### src/common/sclk_regs.svh
// Purpose: register offsets, field positions, reset values and codes of the system clock selector
// Assumes: 32-bit APB data, one aligned word per register
// Notes:   definitions only
`ifndef SCLK_REGS_SVH
`define SCLK_REGS_SVH

// ---------------------------------------------------------------------------
// register byte offsets
// ---------------------------------------------------------------------------
`define SCLK_ADDR_SYSCFG 12'h000
`define SCLK_ADDR_PLLCFG 12'h004
`define SCLK_ADDR_PRESC 12'h008
`define SCLK_ADDR_STMEM 12'h00c
`define SCLK_ADDR_STATUS 12'h010

// ---------------------------------------------------------------------------
// field positions (lsb)
// ---------------------------------------------------------------------------
`define SCLK_SYS_SRC_LSB 0
`define SCLK_PLL_BYP_BIT 0
`define SCLK_PLL_BAND_LSB 1
`define SCLK_PLL_REF_BIT 3
`define SCLK_PLL_P_LSB 4
`define SCLK_PLL_N_LSB 8
`define SCLK_PLL_K2_LSB 16
`define SCLK_PRESC_K1_LSB 0
`define SCLK_STMEM_SAFE_BIT 0
`define SCLK_STAT_SRC_LSB 0
`define SCLK_STAT_LOCK_BIT 4
`define SCLK_STAT_PLLEN_BIT 5
`define SCLK_STAT_SWBUSY_BIT 6
`define SCLK_STAT_LJ_LSB 16

// ---------------------------------------------------------------------------
// reset values and codes
// ---------------------------------------------------------------------------
`define SCLK_RST_SRC 2'h0
`define SCLK_RST_BYP 1'h1
`define SCLK_RST_BAND 2'h0
`define SCLK_RST_REF 1'h0
`define SCLK_RST_P 4'h0
`define SCLK_RST_N 8'h00
`define SCLK_RST_K2 7'h00
`define SCLK_RST_K1 10'h000
`define SCLK_RST_SAFE 1'h0
`define SCLK_SEL_WAKE 2'h0
`define SCLK_SEL_OSC 2'h2
`define SCLK_SEL_DIRECT 2'h3
`define SCLK_LJ_VCO_MHZ 9'h1e0

`endif

### src/common/sclk_pkg.sv
// Purpose: types of the system clock selector
// Assumes: nothing beyond the register header
// Notes:   all module state is held in the structs below
package sclk_pkg;

  // -------------------------------------------------------------------------
  // enumerations
  // -------------------------------------------------------------------------
  typedef enum logic [3:0] {
    SRC_WAKE = 4'b0001,
    SRC_PRESC = 4'b0010,
    SRC_PLL = 4'b0100,
    SRC_DIRECT = 4'b1000
  } sclk_src_e;

  typedef enum logic [1:0] {
    SW_RUN = 2'b01,
    SW_WAIT = 2'b10
  } sclk_sw_e;

  // -------------------------------------------------------------------------
  // state structs
  // -------------------------------------------------------------------------
  typedef struct packed {
    logic [1:0] src_sel;
    logic bypass;
    logic [1:0] band;
    logic ref_sel;
    logic [3:0] p_field;
    logic [7:0] n_field;
    logic [6:0] k2_field;
    logic [9:0] k1_field;
    logic flash_safe;
  } sclk_cfg_s;

  typedef struct packed {
    logic ref_d;
    logic [3:0] input_divider_field_cnt;
    logic [15:0] per_cnt;
    logic [15:0] pfd_per;
    logic [8:0] n_eff;
    logic [16:0] acc;
    logic vco;
    logic locked;
    logic enable;
  } sclk_pll_s;

  typedef struct packed {
    logic [31:0] prdata;
    logic pready;
    logic pslverr;
    sclk_cfg_s cfg;
    sclk_pll_s pll;
    sclk_sw_e sw;
    sclk_src_e act;
    logic sys_clk;
  } sclk_state_s;

  typedef struct packed {
    logic src_d;
    logic [10:0] cnt;
    logic [10:0] fac;
    logic out;
  } sclk_div_s;

endpackage

### src/verilog/sclk_div.sv
// Purpose: divides a sampled clock level by a factor, passing it through at factor one
// Assumes: src_lvl sampled on clk; factor never zero
// Notes:   a new factor is taken only at a period boundary
`timescale 1ns/1ps
`default_nettype none

module sclk_div
  import sclk_pkg::*;
(
  // clock and reset
  input wire logic clk,
  input wire logic rst,
  // divider
  input wire logic src_lvl,
  input wire logic [10:0] factor,
  output logic div_out
);

  sclk_div_s st_r;
  sclk_div_s st_nxt;
  logic rise;
  logic fall;

  assign rise = src_lvl & ~st_r.src_d;
  assign fall = ~src_lvl & st_r.src_d;
  assign div_out = st_r.out;

  always_comb begin
    st_nxt = st_r;
    st_nxt.src_d = src_lvl;
    if (st_r.fac == 11'h001) begin
      // pass-through keeps the source duty cycle
      st_nxt.out = src_lvl;
      if (fall && factor != 11'h001) begin
        st_nxt.fac = factor;
        st_nxt.cnt = factor - 11'h001;
      end
    end else if (rise) begin
      if (st_r.cnt == st_r.fac - 11'h001) begin
        st_nxt.fac = factor;
        st_nxt.cnt = 11'h000;
        st_nxt.out = 1'b1;
      end else begin
        st_nxt.cnt = st_r.cnt + 11'h001;
        st_nxt.out = (st_r.cnt + 11'h001) < (st_r.fac >> 1);
      end
    end
  end

  always_ff @(posedge clk or posedge rst) begin
    if (rst) begin
      st_r <= '{src_d: 1'b0, cnt: 11'h000, fac: 11'h001, out: 1'b0};
    end else begin
      st_r <= st_nxt;
    end
  end
endmodule

`default_nettype wire

### src/verilog/sclk_top.sv
// Purpose: selects and derives the system clock from wakeup, oscillator, pll or direct input
// Assumes: all clock sources are levels sampled on CLK; APB slave with zero wait states
// Notes:   the pll is a numeric model: an accumulator stands in for the vco
//
// Design decisions made here: the register offsets and the APB interface to the registers.
`timescale 1ns/1ps
`default_nettype none

`include "sclk_regs.svh"

//
// Overview of operation
// - source select 11 passes the external input clock straight through as system clock
// - source select 10 with bypass divides oscillator or internal clock by prescaler one
// - prescaler one factor is field plus one, at most 1024
// - factor one gives oscillator frequency with the source duty cycle
// - source select 10 without bypass enables the pll and uses its output
// - pll ratio is feedback factor over input divider times output divider
// - pll reference is the crystal input or the internal clock source
// - pll ratio moves gradually toward lock, one step per input-divided reference period
// - system clock is the vco output divided by the output divider factor
// - band select 00 low, 01 middle, 10 high vco band
// - bypass from crystal with factor one is a plain pass-through
// - the low-jitter fieldbus pll runs its vco at 480 MHz
// - source select 00 runs the system clock from the wakeup clock
module sclk_top
  import sclk_pkg::*;
(
  // clock and reset
  input wire logic CLK,
  input wire logic RST,
  // apb slave
  input wire logic PSEL,
  input wire logic PENABLE,
  input wire logic PWRITE,
  input wire logic [11:0] PADDR,
  input wire logic [31:0] PWDATA,
  output logic [31:0] PRDATA,
  output logic PREADY,
  output logic PSLVERR,
  // clock sources
  input wire logic WAKEUP_CLK,
  input wire logic CRYSTAL_IN,
  input wire logic INT_OSC,
  input wire logic EXT_CLOCK_INPUT_ONE,
  // derived clock and status
  output logic SYS_CLK,
  output logic PLL_ENABLE,
  output logic PLL_LOCKED,
  output logic [1:0] VCO_BAND,
  output logic FLASH_SAFE
);

  // -------------------------------------------------------------------------
  // state and helpers
  // -------------------------------------------------------------------------
  sclk_state_s st_r;
  sclk_state_s st_nxt;
  sclk_src_e req_src;
  logic osc_lvl;
  logic k1_lvl;
  logic k2_lvl;
  logic act_lvl;
  logic req_lvl;
  logic ref_rise;
  logic pfd_tick;
  logic pll_on;
  logic [8:0] n_target;
  logic [17:0] acc_sum;
  logic [10:0] k1_factor;
  logic [10:0] k2_factor;
  logic addr_ok;

  function automatic logic pick(input sclk_src_e s, input logic w, input logic p, input logic l, input logic d);
    case (s)
      SRC_WAKE: pick = w;
      SRC_PRESC: pick = p;
      SRC_PLL: pick = l;
      SRC_DIRECT: pick = d;
      default: pick = 1'b0;
    endcase
  endfunction

  // -------------------------------------------------------------------------
  // dividers
  // -------------------------------------------------------------------------
  assign k1_factor = {1'b0, st_r.cfg.k1_field} + 11'h001;
  assign k2_factor = {4'h0, st_r.cfg.k2_field} + 11'h001;

  sclk_div u_presc (
    .clk(CLK),
    .rst(RST),
    .src_lvl(osc_lvl),
    .factor(k1_factor),
    .div_out(k1_lvl)
  );

  sclk_div u_outdiv (
    .clk(CLK),
    .rst(RST),
    .src_lvl(st_r.pll.vco),
    .factor(k2_factor),
    .div_out(k2_lvl)
  );

  // -------------------------------------------------------------------------
  // source decode
  // -------------------------------------------------------------------------
  assign osc_lvl = st_r.cfg.ref_sel ? INT_OSC : CRYSTAL_IN;
  assign pll_on = (st_r.cfg.src_sel == `SCLK_SEL_OSC) && !st_r.cfg.bypass;
  assign n_target = {1'b0, st_r.cfg.n_field} + 9'h001;
  assign ref_rise = osc_lvl & ~st_r.pll.ref_d;
  assign pfd_tick = ref_rise && (st_r.pll.input_divider_field_cnt >= st_r.cfg.p_field);
  assign acc_sum = {1'b0, st_r.pll.acc} + {8'h00, st_r.pll.n_eff, 1'b0};
  assign addr_ok = (PADDR == `SCLK_ADDR_SYSCFG) || (PADDR == `SCLK_ADDR_PLLCFG) ||
                   (PADDR == `SCLK_ADDR_PRESC) || (PADDR == `SCLK_ADDR_STMEM) || (PADDR == `SCLK_ADDR_STATUS);

  always_comb begin
    case (st_r.cfg.src_sel)
      `SCLK_SEL_DIRECT: req_src = SRC_DIRECT;
      `SCLK_SEL_OSC: req_src = st_r.cfg.bypass ? SRC_PRESC : SRC_PLL;
      default: req_src = SRC_WAKE;
    endcase
  end

  assign act_lvl = pick(st_r.act, WAKEUP_CLK, k1_lvl, k2_lvl, EXT_CLOCK_INPUT_ONE);
  assign req_lvl = pick(req_src, WAKEUP_CLK, k1_lvl, k2_lvl, EXT_CLOCK_INPUT_ONE);

  // -------------------------------------------------------------------------
  // next state
  // -------------------------------------------------------------------------
  always_comb begin
    st_nxt = st_r;
    st_nxt.pready = 1'b1;
    // apb setup: decode and prepare read data
    if (PSEL && !PENABLE) begin
      st_nxt.pslverr = !addr_ok;
      st_nxt.prdata = 32'h0000_0000;
      case (PADDR)
        `SCLK_ADDR_SYSCFG: st_nxt.prdata[`SCLK_SYS_SRC_LSB +: 2] = st_r.cfg.src_sel;
        `SCLK_ADDR_PLLCFG: begin
          st_nxt.prdata[`SCLK_PLL_BYP_BIT] = st_r.cfg.bypass;
          st_nxt.prdata[`SCLK_PLL_BAND_LSB +: 2] = st_r.cfg.band;
          st_nxt.prdata[`SCLK_PLL_REF_BIT] = st_r.cfg.ref_sel;
          st_nxt.prdata[`SCLK_PLL_P_LSB +: 4] = st_r.cfg.p_field;
          st_nxt.prdata[`SCLK_PLL_N_LSB +: 8] = st_r.cfg.n_field;
          st_nxt.prdata[`SCLK_PLL_K2_LSB +: 7] = st_r.cfg.k2_field;
        end
        `SCLK_ADDR_PRESC: st_nxt.prdata[`SCLK_PRESC_K1_LSB +: 10] = st_r.cfg.k1_field;
        `SCLK_ADDR_STMEM: st_nxt.prdata[`SCLK_STMEM_SAFE_BIT] = st_r.cfg.flash_safe;
        `SCLK_ADDR_STATUS: begin
          st_nxt.prdata[`SCLK_STAT_SRC_LSB +: 4] = st_r.act;
          st_nxt.prdata[`SCLK_STAT_LOCK_BIT] = st_r.pll.locked;
          st_nxt.prdata[`SCLK_STAT_PLLEN_BIT] = st_r.pll.enable;
          st_nxt.prdata[`SCLK_STAT_SWBUSY_BIT] = (st_r.sw == SW_WAIT);
          st_nxt.prdata[`SCLK_STAT_LJ_LSB +: 9] = `SCLK_LJ_VCO_MHZ;
        end
        default: st_nxt.prdata = 32'h0000_0000;
      endcase
    end
    // apb access: writes take effect at the completing edge
    if (PSEL && PENABLE && PWRITE && !st_r.pslverr) begin
      case (PADDR)
        `SCLK_ADDR_SYSCFG: st_nxt.cfg.src_sel = PWDATA[`SCLK_SYS_SRC_LSB +: 2];
        `SCLK_ADDR_PLLCFG: begin
          st_nxt.cfg.bypass = PWDATA[`SCLK_PLL_BYP_BIT];
          st_nxt.cfg.band = PWDATA[`SCLK_PLL_BAND_LSB +: 2];
          st_nxt.cfg.ref_sel = PWDATA[`SCLK_PLL_REF_BIT];
          st_nxt.cfg.p_field = PWDATA[`SCLK_PLL_P_LSB +: 4];
          st_nxt.cfg.n_field = PWDATA[`SCLK_PLL_N_LSB +: 8];
          st_nxt.cfg.k2_field = PWDATA[`SCLK_PLL_K2_LSB +: 7];
        end
        `SCLK_ADDR_PRESC: st_nxt.cfg.k1_field = PWDATA[`SCLK_PRESC_K1_LSB +: 10];
        `SCLK_ADDR_STMEM: st_nxt.cfg.flash_safe = PWDATA[`SCLK_STMEM_SAFE_BIT];
        default: st_nxt.cfg = st_r.cfg;
      endcase
    end

    // pll model: input divider, reference period, slewing vco accumulator
    st_nxt.pll.ref_d = osc_lvl;
    st_nxt.pll.enable = pll_on;
    if (!pll_on) begin
      st_nxt.pll.input_divider_field_cnt = 4'h0;
      st_nxt.pll.per_cnt = 16'h0000;
      st_nxt.pll.pfd_per = 16'h0000;
      st_nxt.pll.n_eff = 9'h001;
      st_nxt.pll.acc = 17'h00000;
      st_nxt.pll.vco = 1'b0;
      st_nxt.pll.locked = 1'b0;
    end else begin
      if (st_r.pll.per_cnt != 16'hffff) begin
        st_nxt.pll.per_cnt = st_r.pll.per_cnt + 16'h0001;
      end
      if (ref_rise) begin
        st_nxt.pll.input_divider_field_cnt = pfd_tick ? 4'h0 : st_r.pll.input_divider_field_cnt + 4'h1;
      end
      if (pfd_tick) begin
        st_nxt.pll.pfd_per = st_r.pll.per_cnt;
        st_nxt.pll.per_cnt = 16'h0001;
        // one step per input-divided reference period (each pfd_tick) toward the target ratio
        if (st_r.pll.n_eff < n_target) begin
          st_nxt.pll.n_eff = st_r.pll.n_eff + 9'h001;
        end else if (st_r.pll.n_eff > n_target) begin
          st_nxt.pll.n_eff = st_r.pll.n_eff - 9'h001;
        end
      end
      if (st_r.pll.pfd_per != 16'h0000) begin
        if (acc_sum >= {2'b00, st_r.pll.pfd_per}) begin
          st_nxt.pll.vco = ~st_r.pll.vco;
          // clamp when the vco would outrun the sampling clock
          st_nxt.pll.acc = (acc_sum - {2'b00, st_r.pll.pfd_per} >= {2'b00, st_r.pll.pfd_per}) ?
                           17'h00000 : 17'(acc_sum - {2'b00, st_r.pll.pfd_per});
        end else begin
          st_nxt.pll.acc = acc_sum[16:0];
        end
      end
      st_nxt.pll.locked = (st_r.pll.n_eff == n_target) && (st_r.pll.pfd_per != 16'h0000);
    end

    // glitch-free source switch: finish the high phase, then change while both are low
    case (st_r.sw)
      SW_RUN: begin
        st_nxt.sys_clk = act_lvl;
        if (req_src != st_r.act) begin
          st_nxt.sw = SW_WAIT;
        end
      end
      SW_WAIT: begin
        st_nxt.sys_clk = st_r.sys_clk ? act_lvl : 1'b0;
        if (!st_r.sys_clk && !req_lvl) begin
          st_nxt.act = req_src;
          st_nxt.sw = SW_RUN;
        end
      end
      default: begin
        st_nxt.sw = SW_RUN;
        st_nxt.sys_clk = 1'b0;
      end
    endcase
  end

  // -------------------------------------------------------------------------
  // registers
  // -------------------------------------------------------------------------
  always_ff @(posedge CLK or posedge RST) begin
    if (RST) begin
      st_r.prdata <= 32'h0000_0000;
      st_r.pready <= 1'b0;
      st_r.pslverr <= 1'b0;
      st_r.cfg <= '{src_sel: `SCLK_RST_SRC, bypass: `SCLK_RST_BYP, band: `SCLK_RST_BAND,
                    ref_sel: `SCLK_RST_REF, p_field: `SCLK_RST_P, n_field: `SCLK_RST_N,
                    k2_field: `SCLK_RST_K2, k1_field: `SCLK_RST_K1, flash_safe: `SCLK_RST_SAFE};
      st_r.pll <= '{ref_d: 1'b0, input_divider_field_cnt: 4'h0, per_cnt: 16'h0000, pfd_per: 16'h0000, n_eff: 9'h001,
                    acc: 17'h00000, vco: 1'b0, locked: 1'b0, enable: 1'b0};
      st_r.sw <= SW_RUN;
      st_r.act <= SRC_WAKE;
      st_r.sys_clk <= 1'b0;
    end else begin
      st_r <= st_nxt;
    end
  end

  // -------------------------------------------------------------------------
  // outputs
  // -------------------------------------------------------------------------
  assign PRDATA = st_r.prdata;
  assign PREADY = st_r.pready;
  assign PSLVERR = st_r.pslverr;
  assign SYS_CLK = st_r.sys_clk;
  assign PLL_ENABLE = st_r.pll.enable;
  assign PLL_LOCKED = st_r.pll.locked;
  assign VCO_BAND = st_r.cfg.band;
  assign FLASH_SAFE = st_r.cfg.flash_safe;
endmodule

`default_nettype wire
### config.mk
export PLATFORM = sky130hd
export DESIGN_NAME = sclk_top
export DESIGN_NICKNAME = d
export VERILOG_FILES = /design/src/common/sclk_pkg.sv /design/src/verilog/sclk_div.sv /design/src/verilog/sclk_top.sv
export VERILOG_INCLUDE_DIRS = /design/src /design/src/common
export SDC_FILE = /design/constraint.sdc
export NUM_CORES = 1
export LEC_CHECK = 0
export BUFFER_PORTS_ARGS = -buffer_cell sky130_fd_sc_hd__clkbuf_2
export CAP_MARGIN = 5
export CORE_ASPECT_RATIO = 0.75
export CORE_UTILIZATION = 40
export CTS_BUF_LIST = sky130_fd_sc_hd__clkbuf_16
export CTS_CLUSTER_SIZE = 40
export DETAILED_ROUTE_END_ITERATION = 10
export PLACE_DENSITY = 0.6
export REMOVE_ABC_BUFFERS = 1
export SYNTH_ARGS = -nofsm -noshare
export SYNTH_HDL_FRONTEND = slang
export SYNTH_SLANG_ARGS = --single-unit
### constraint.sdc
create_clock -name CLK -period 6.9 [get_ports CLK]
set_input_delay 1.035 -clock CLK [delete_from_list [all_inputs] [get_ports CLK]]
set_output_delay 1.035 -clock CLK [all_outputs]
set_load 0.01 [all_outputs]
==> reports/results.tsv <==
metric	value	unit
status	complete, no violations	
Initial Util	40.74	%
Pwr Total	2.492	mW
clk_skew	0.01208	ns
Synth Instances	1454	
worst path buffer plus inverter count	1	
worst min path class	reg -> reg	
Max Clk Rate	171.1	MHz
crit-path max cell delay	0.78	ns
Synth area leader	dfrtp_1	
Reg power frac	46.0	%
arrival time worst endpoint	6.23	ns
Area Overhead vs Synth	8.669	%
DR pass1 iterations	5	
Rows	56	
NetSw	0.7181	mW
CP max stage cell	nor3_2	
Mapped Area	12790	um^2
RSZ-0062 raised after global routing	false	
FFs w/ async S/R, synth	100.0	%
top cell type's share of synthesized area	33.85	%
Final setup viols	0	
switching share of total power	28.82	%
Via density	5.696	
part of the power in combinational logic	12.0	%
CTS tree	built	
Tcrit/Tclk final	84.69	%
Finished Layout Cells	1891	
Clock Tree Root	clkbuf_16	
Post-synth EDFFs	0	
critical setup path kind	reg -> reg	
Crit Path Max Fanout	15	
Initial DRC Count	944	
Lkg Pwr	6.276	nW
nets@finish	1620	
Placed Area	13280	um^2
clock sink count	179	
Overflow after GRT	0	
worst-skew pair later-pin latency	0.45	ns
Die H	156.9	um
post-route cell area	13900	um^2
Final TNS setup	0	ns
CTS H-tree depth	4	
Die ar.	32700	um^2
worst-path cell chain	ha_1, inv_1, fa_1, nor2b_1, o31a_1, o21ai_0, nand2b_1, xor2_1, ha_1, nand3_1, o21bai_1, a211oi_1, nand2b_1, a21oi_1, xnor2_1, ha_1, and4_1, o21ai_0, a31oi_1, or2_2, nor3_2, a221o_1	
postcts setup bufs	0	
number of max-slew violations in the final report	0	
syn avg cell area	8.795	um^2
first-pass GRT wire length	52900	um
Internal Pwr Total	1.774	mW
final WL	33050	um
core area	31390	um^2
WP data required	7.28	ns
Placer Congestion	0.8755	
synth top area cells	dfrtp_1 (34%), ha_1 (9.0%), xnor2_1 (4.8%)	
CP endpoint kind	flip-flop	
ys flop type	dfrtp_1	
R2R setup slack	1.06	ns
clock power share	42.0	%
Slew HR	31.99	%
WL/cell	17.47	um
Via Count	10770	
Top cell by count, worst path	ha_1	
CTS Buf Count	17	
Cell variety after synth	84	
PortBufs	76	
element type at the critical path start	flip-flop	
CP top delay family	simple AND/OR/NAND/NOR gates	
# diodes	0	
gr usage total	20.33	%
antenna violations before repair	0	
dpl hpwl	24320	um
PostCTS Resize Cnt	0	
Chip Width	208.5	um
cts hold-fix bufs	0	
Worst-path clk slew	0.08	ns
ANT nets after route	0	
Tightest Pin Transition	1.016	ns
maximum buffer depth of the clock tree	2	
largest net degree at the start of global routing	112	
drt drc	0	
Power Density	179.3	nW/um^2
placed insts	1859	
sequential area share after synthesis	35.08	%
share of layout cells above drive strength 1	12.32	%
FF+latch count, synth	179	
Period minus WS final	5.844	ns
peak supply drop	0.0001381	V
Max-Cap Viols	0	
vias in the first global route	9767	
Fin. Hold Viols	0	
I/O pin count	93	
synth warn	0	
-- flip-flops by register name (all words and copies together), names as in the netlist, 2 cells and up --
signal	count
u_presc.st_r	23
PRDATA	24
u_outdiv.st_r	20
st_r	102
VCO_BAND	2
-- cells in the mapped netlist (all sizes together), types with 19 or more instances --
cell type	instances
a21oi	103
buf	54
clkbuf	41
dfrtp	173
ha	92
inv	93
mux2	31
nand2	126
nand3	65
nand4	19
nor2	103
nor3	36
nor4	19
o21ai	76
o22ai	20
xnor2	70
xor2	47
-- worst register-to-register path, delay by kind of cell, from the launching register on --
| kind | cells | cell delay (ns) |
|---|---|---|
| DFF | 1 | 0.58 |
| adders and majority gates | 4 | 1.13 |
| AOI/OAI and AO/OA | 8 | 1.53 |
| and+or+nand+nor | 7 | 1.89 |
| xor gates and xnor gates | 2 | 0.58 |
| buffers and inverters | 1 | 0.06 |
-- kinds of logic after synthesis --
kind of cell,share of synthesized area [%]
compound gates,18.29
xor+xnor,8.013
fa+ha+maj,9.471
buf+inv,6.888
flops,35.08
mux,3.610
other cells,0.05872
simple gates,18.59
-- worst paths after layout --
kind / start / end / depth (start not counted)
setup / recovery: st_r[27] / st_r[22] / 22
hold reg to reg: PRDATA[12] / PRDATA[12] / 2
hold / removal: PRDATA[12] / PRDATA[12] / 2
max in group asynchronous: RST / st_r[34] / 3
setup reg to reg: st_r[27] / st_r[22] / 22
min in group asynchronous: RST / PREADY / 2
-- metal layers --
| metal | global-route usage [%] | share of wire, % | wire length (um) |
|---|---|---|---|
| met1 | 31.92 | 53 | 17520 |
| met2 | 28.14 | 40 | 13370 |
| met3 | 3.171 | 5.2 | 1708 |
| met4 | 5.432 | 1.3 | 442 |
| met5 | 0 | 0 | 0 |
-- stage by stage --
step | worst slack [ns] | hold slack (ns) | utilization, %
detailed placement | 1.157 | 0.4557 | 42.30
floorplan | 1.016 | 0.4362 | -
CTS | 1.130 | 0.4730 | 44.27
global placement | 1.222 | 0.4487 | 42.30
global route | 0.6763 | 0.4890 | 44.27
finish | 1.056 | 0.4690 | 44.27
-- power groups by stage --
stage	sequential, mW	combinational, mW	clock [mW]
4_1_cts	1.14	0.301	1.07
2_1_floorplan	1.15	0.217	0
3_3_place_gp	1.16	0.288	0
3_5_place_dp	1.16	0.299	0
6_report	1.15	0.300	1.05
5_1_grt	1.15	0.341	1.10
-- placed cells by master (no fill, tap or decap), drive strengths merged, types with 16 or more instances in the layout --
master | netlist | final
inv | 93 | 100
nand2 | 126 | 126
nor3 | 36 | 36
and3 | 16 | 16
ha | 92 | 92
clkbuf | 41 | 93
o21ai | 76 | 76
nand4 | 19 | 19
dfrtp | 173 | 173
xnor2 | 70 | 70
nor2 | 103 | 103
and2 | 16 | 16
xor2 | 47 | 47
a221o | 16 | 16
nor4 | 19 | 19
nor2b | 16 | 16
mux2 | 31 | 31
o22ai | 20 | 20
nand3 | 65 | 65
a21oi | 103 | 103
-- final cells by class --
type	instances	area [um^2]
clock inverters	15	193.9
inverters	94	360.3
flip-flops and latches	179	4487
fillers	3054	17490
clock buffers	17	425.4
well taps	406	508.0
multi-input cells	1092	7452
repair buffers	88	470.5
No activity file was read; power rests on OpenSTA's default activity.
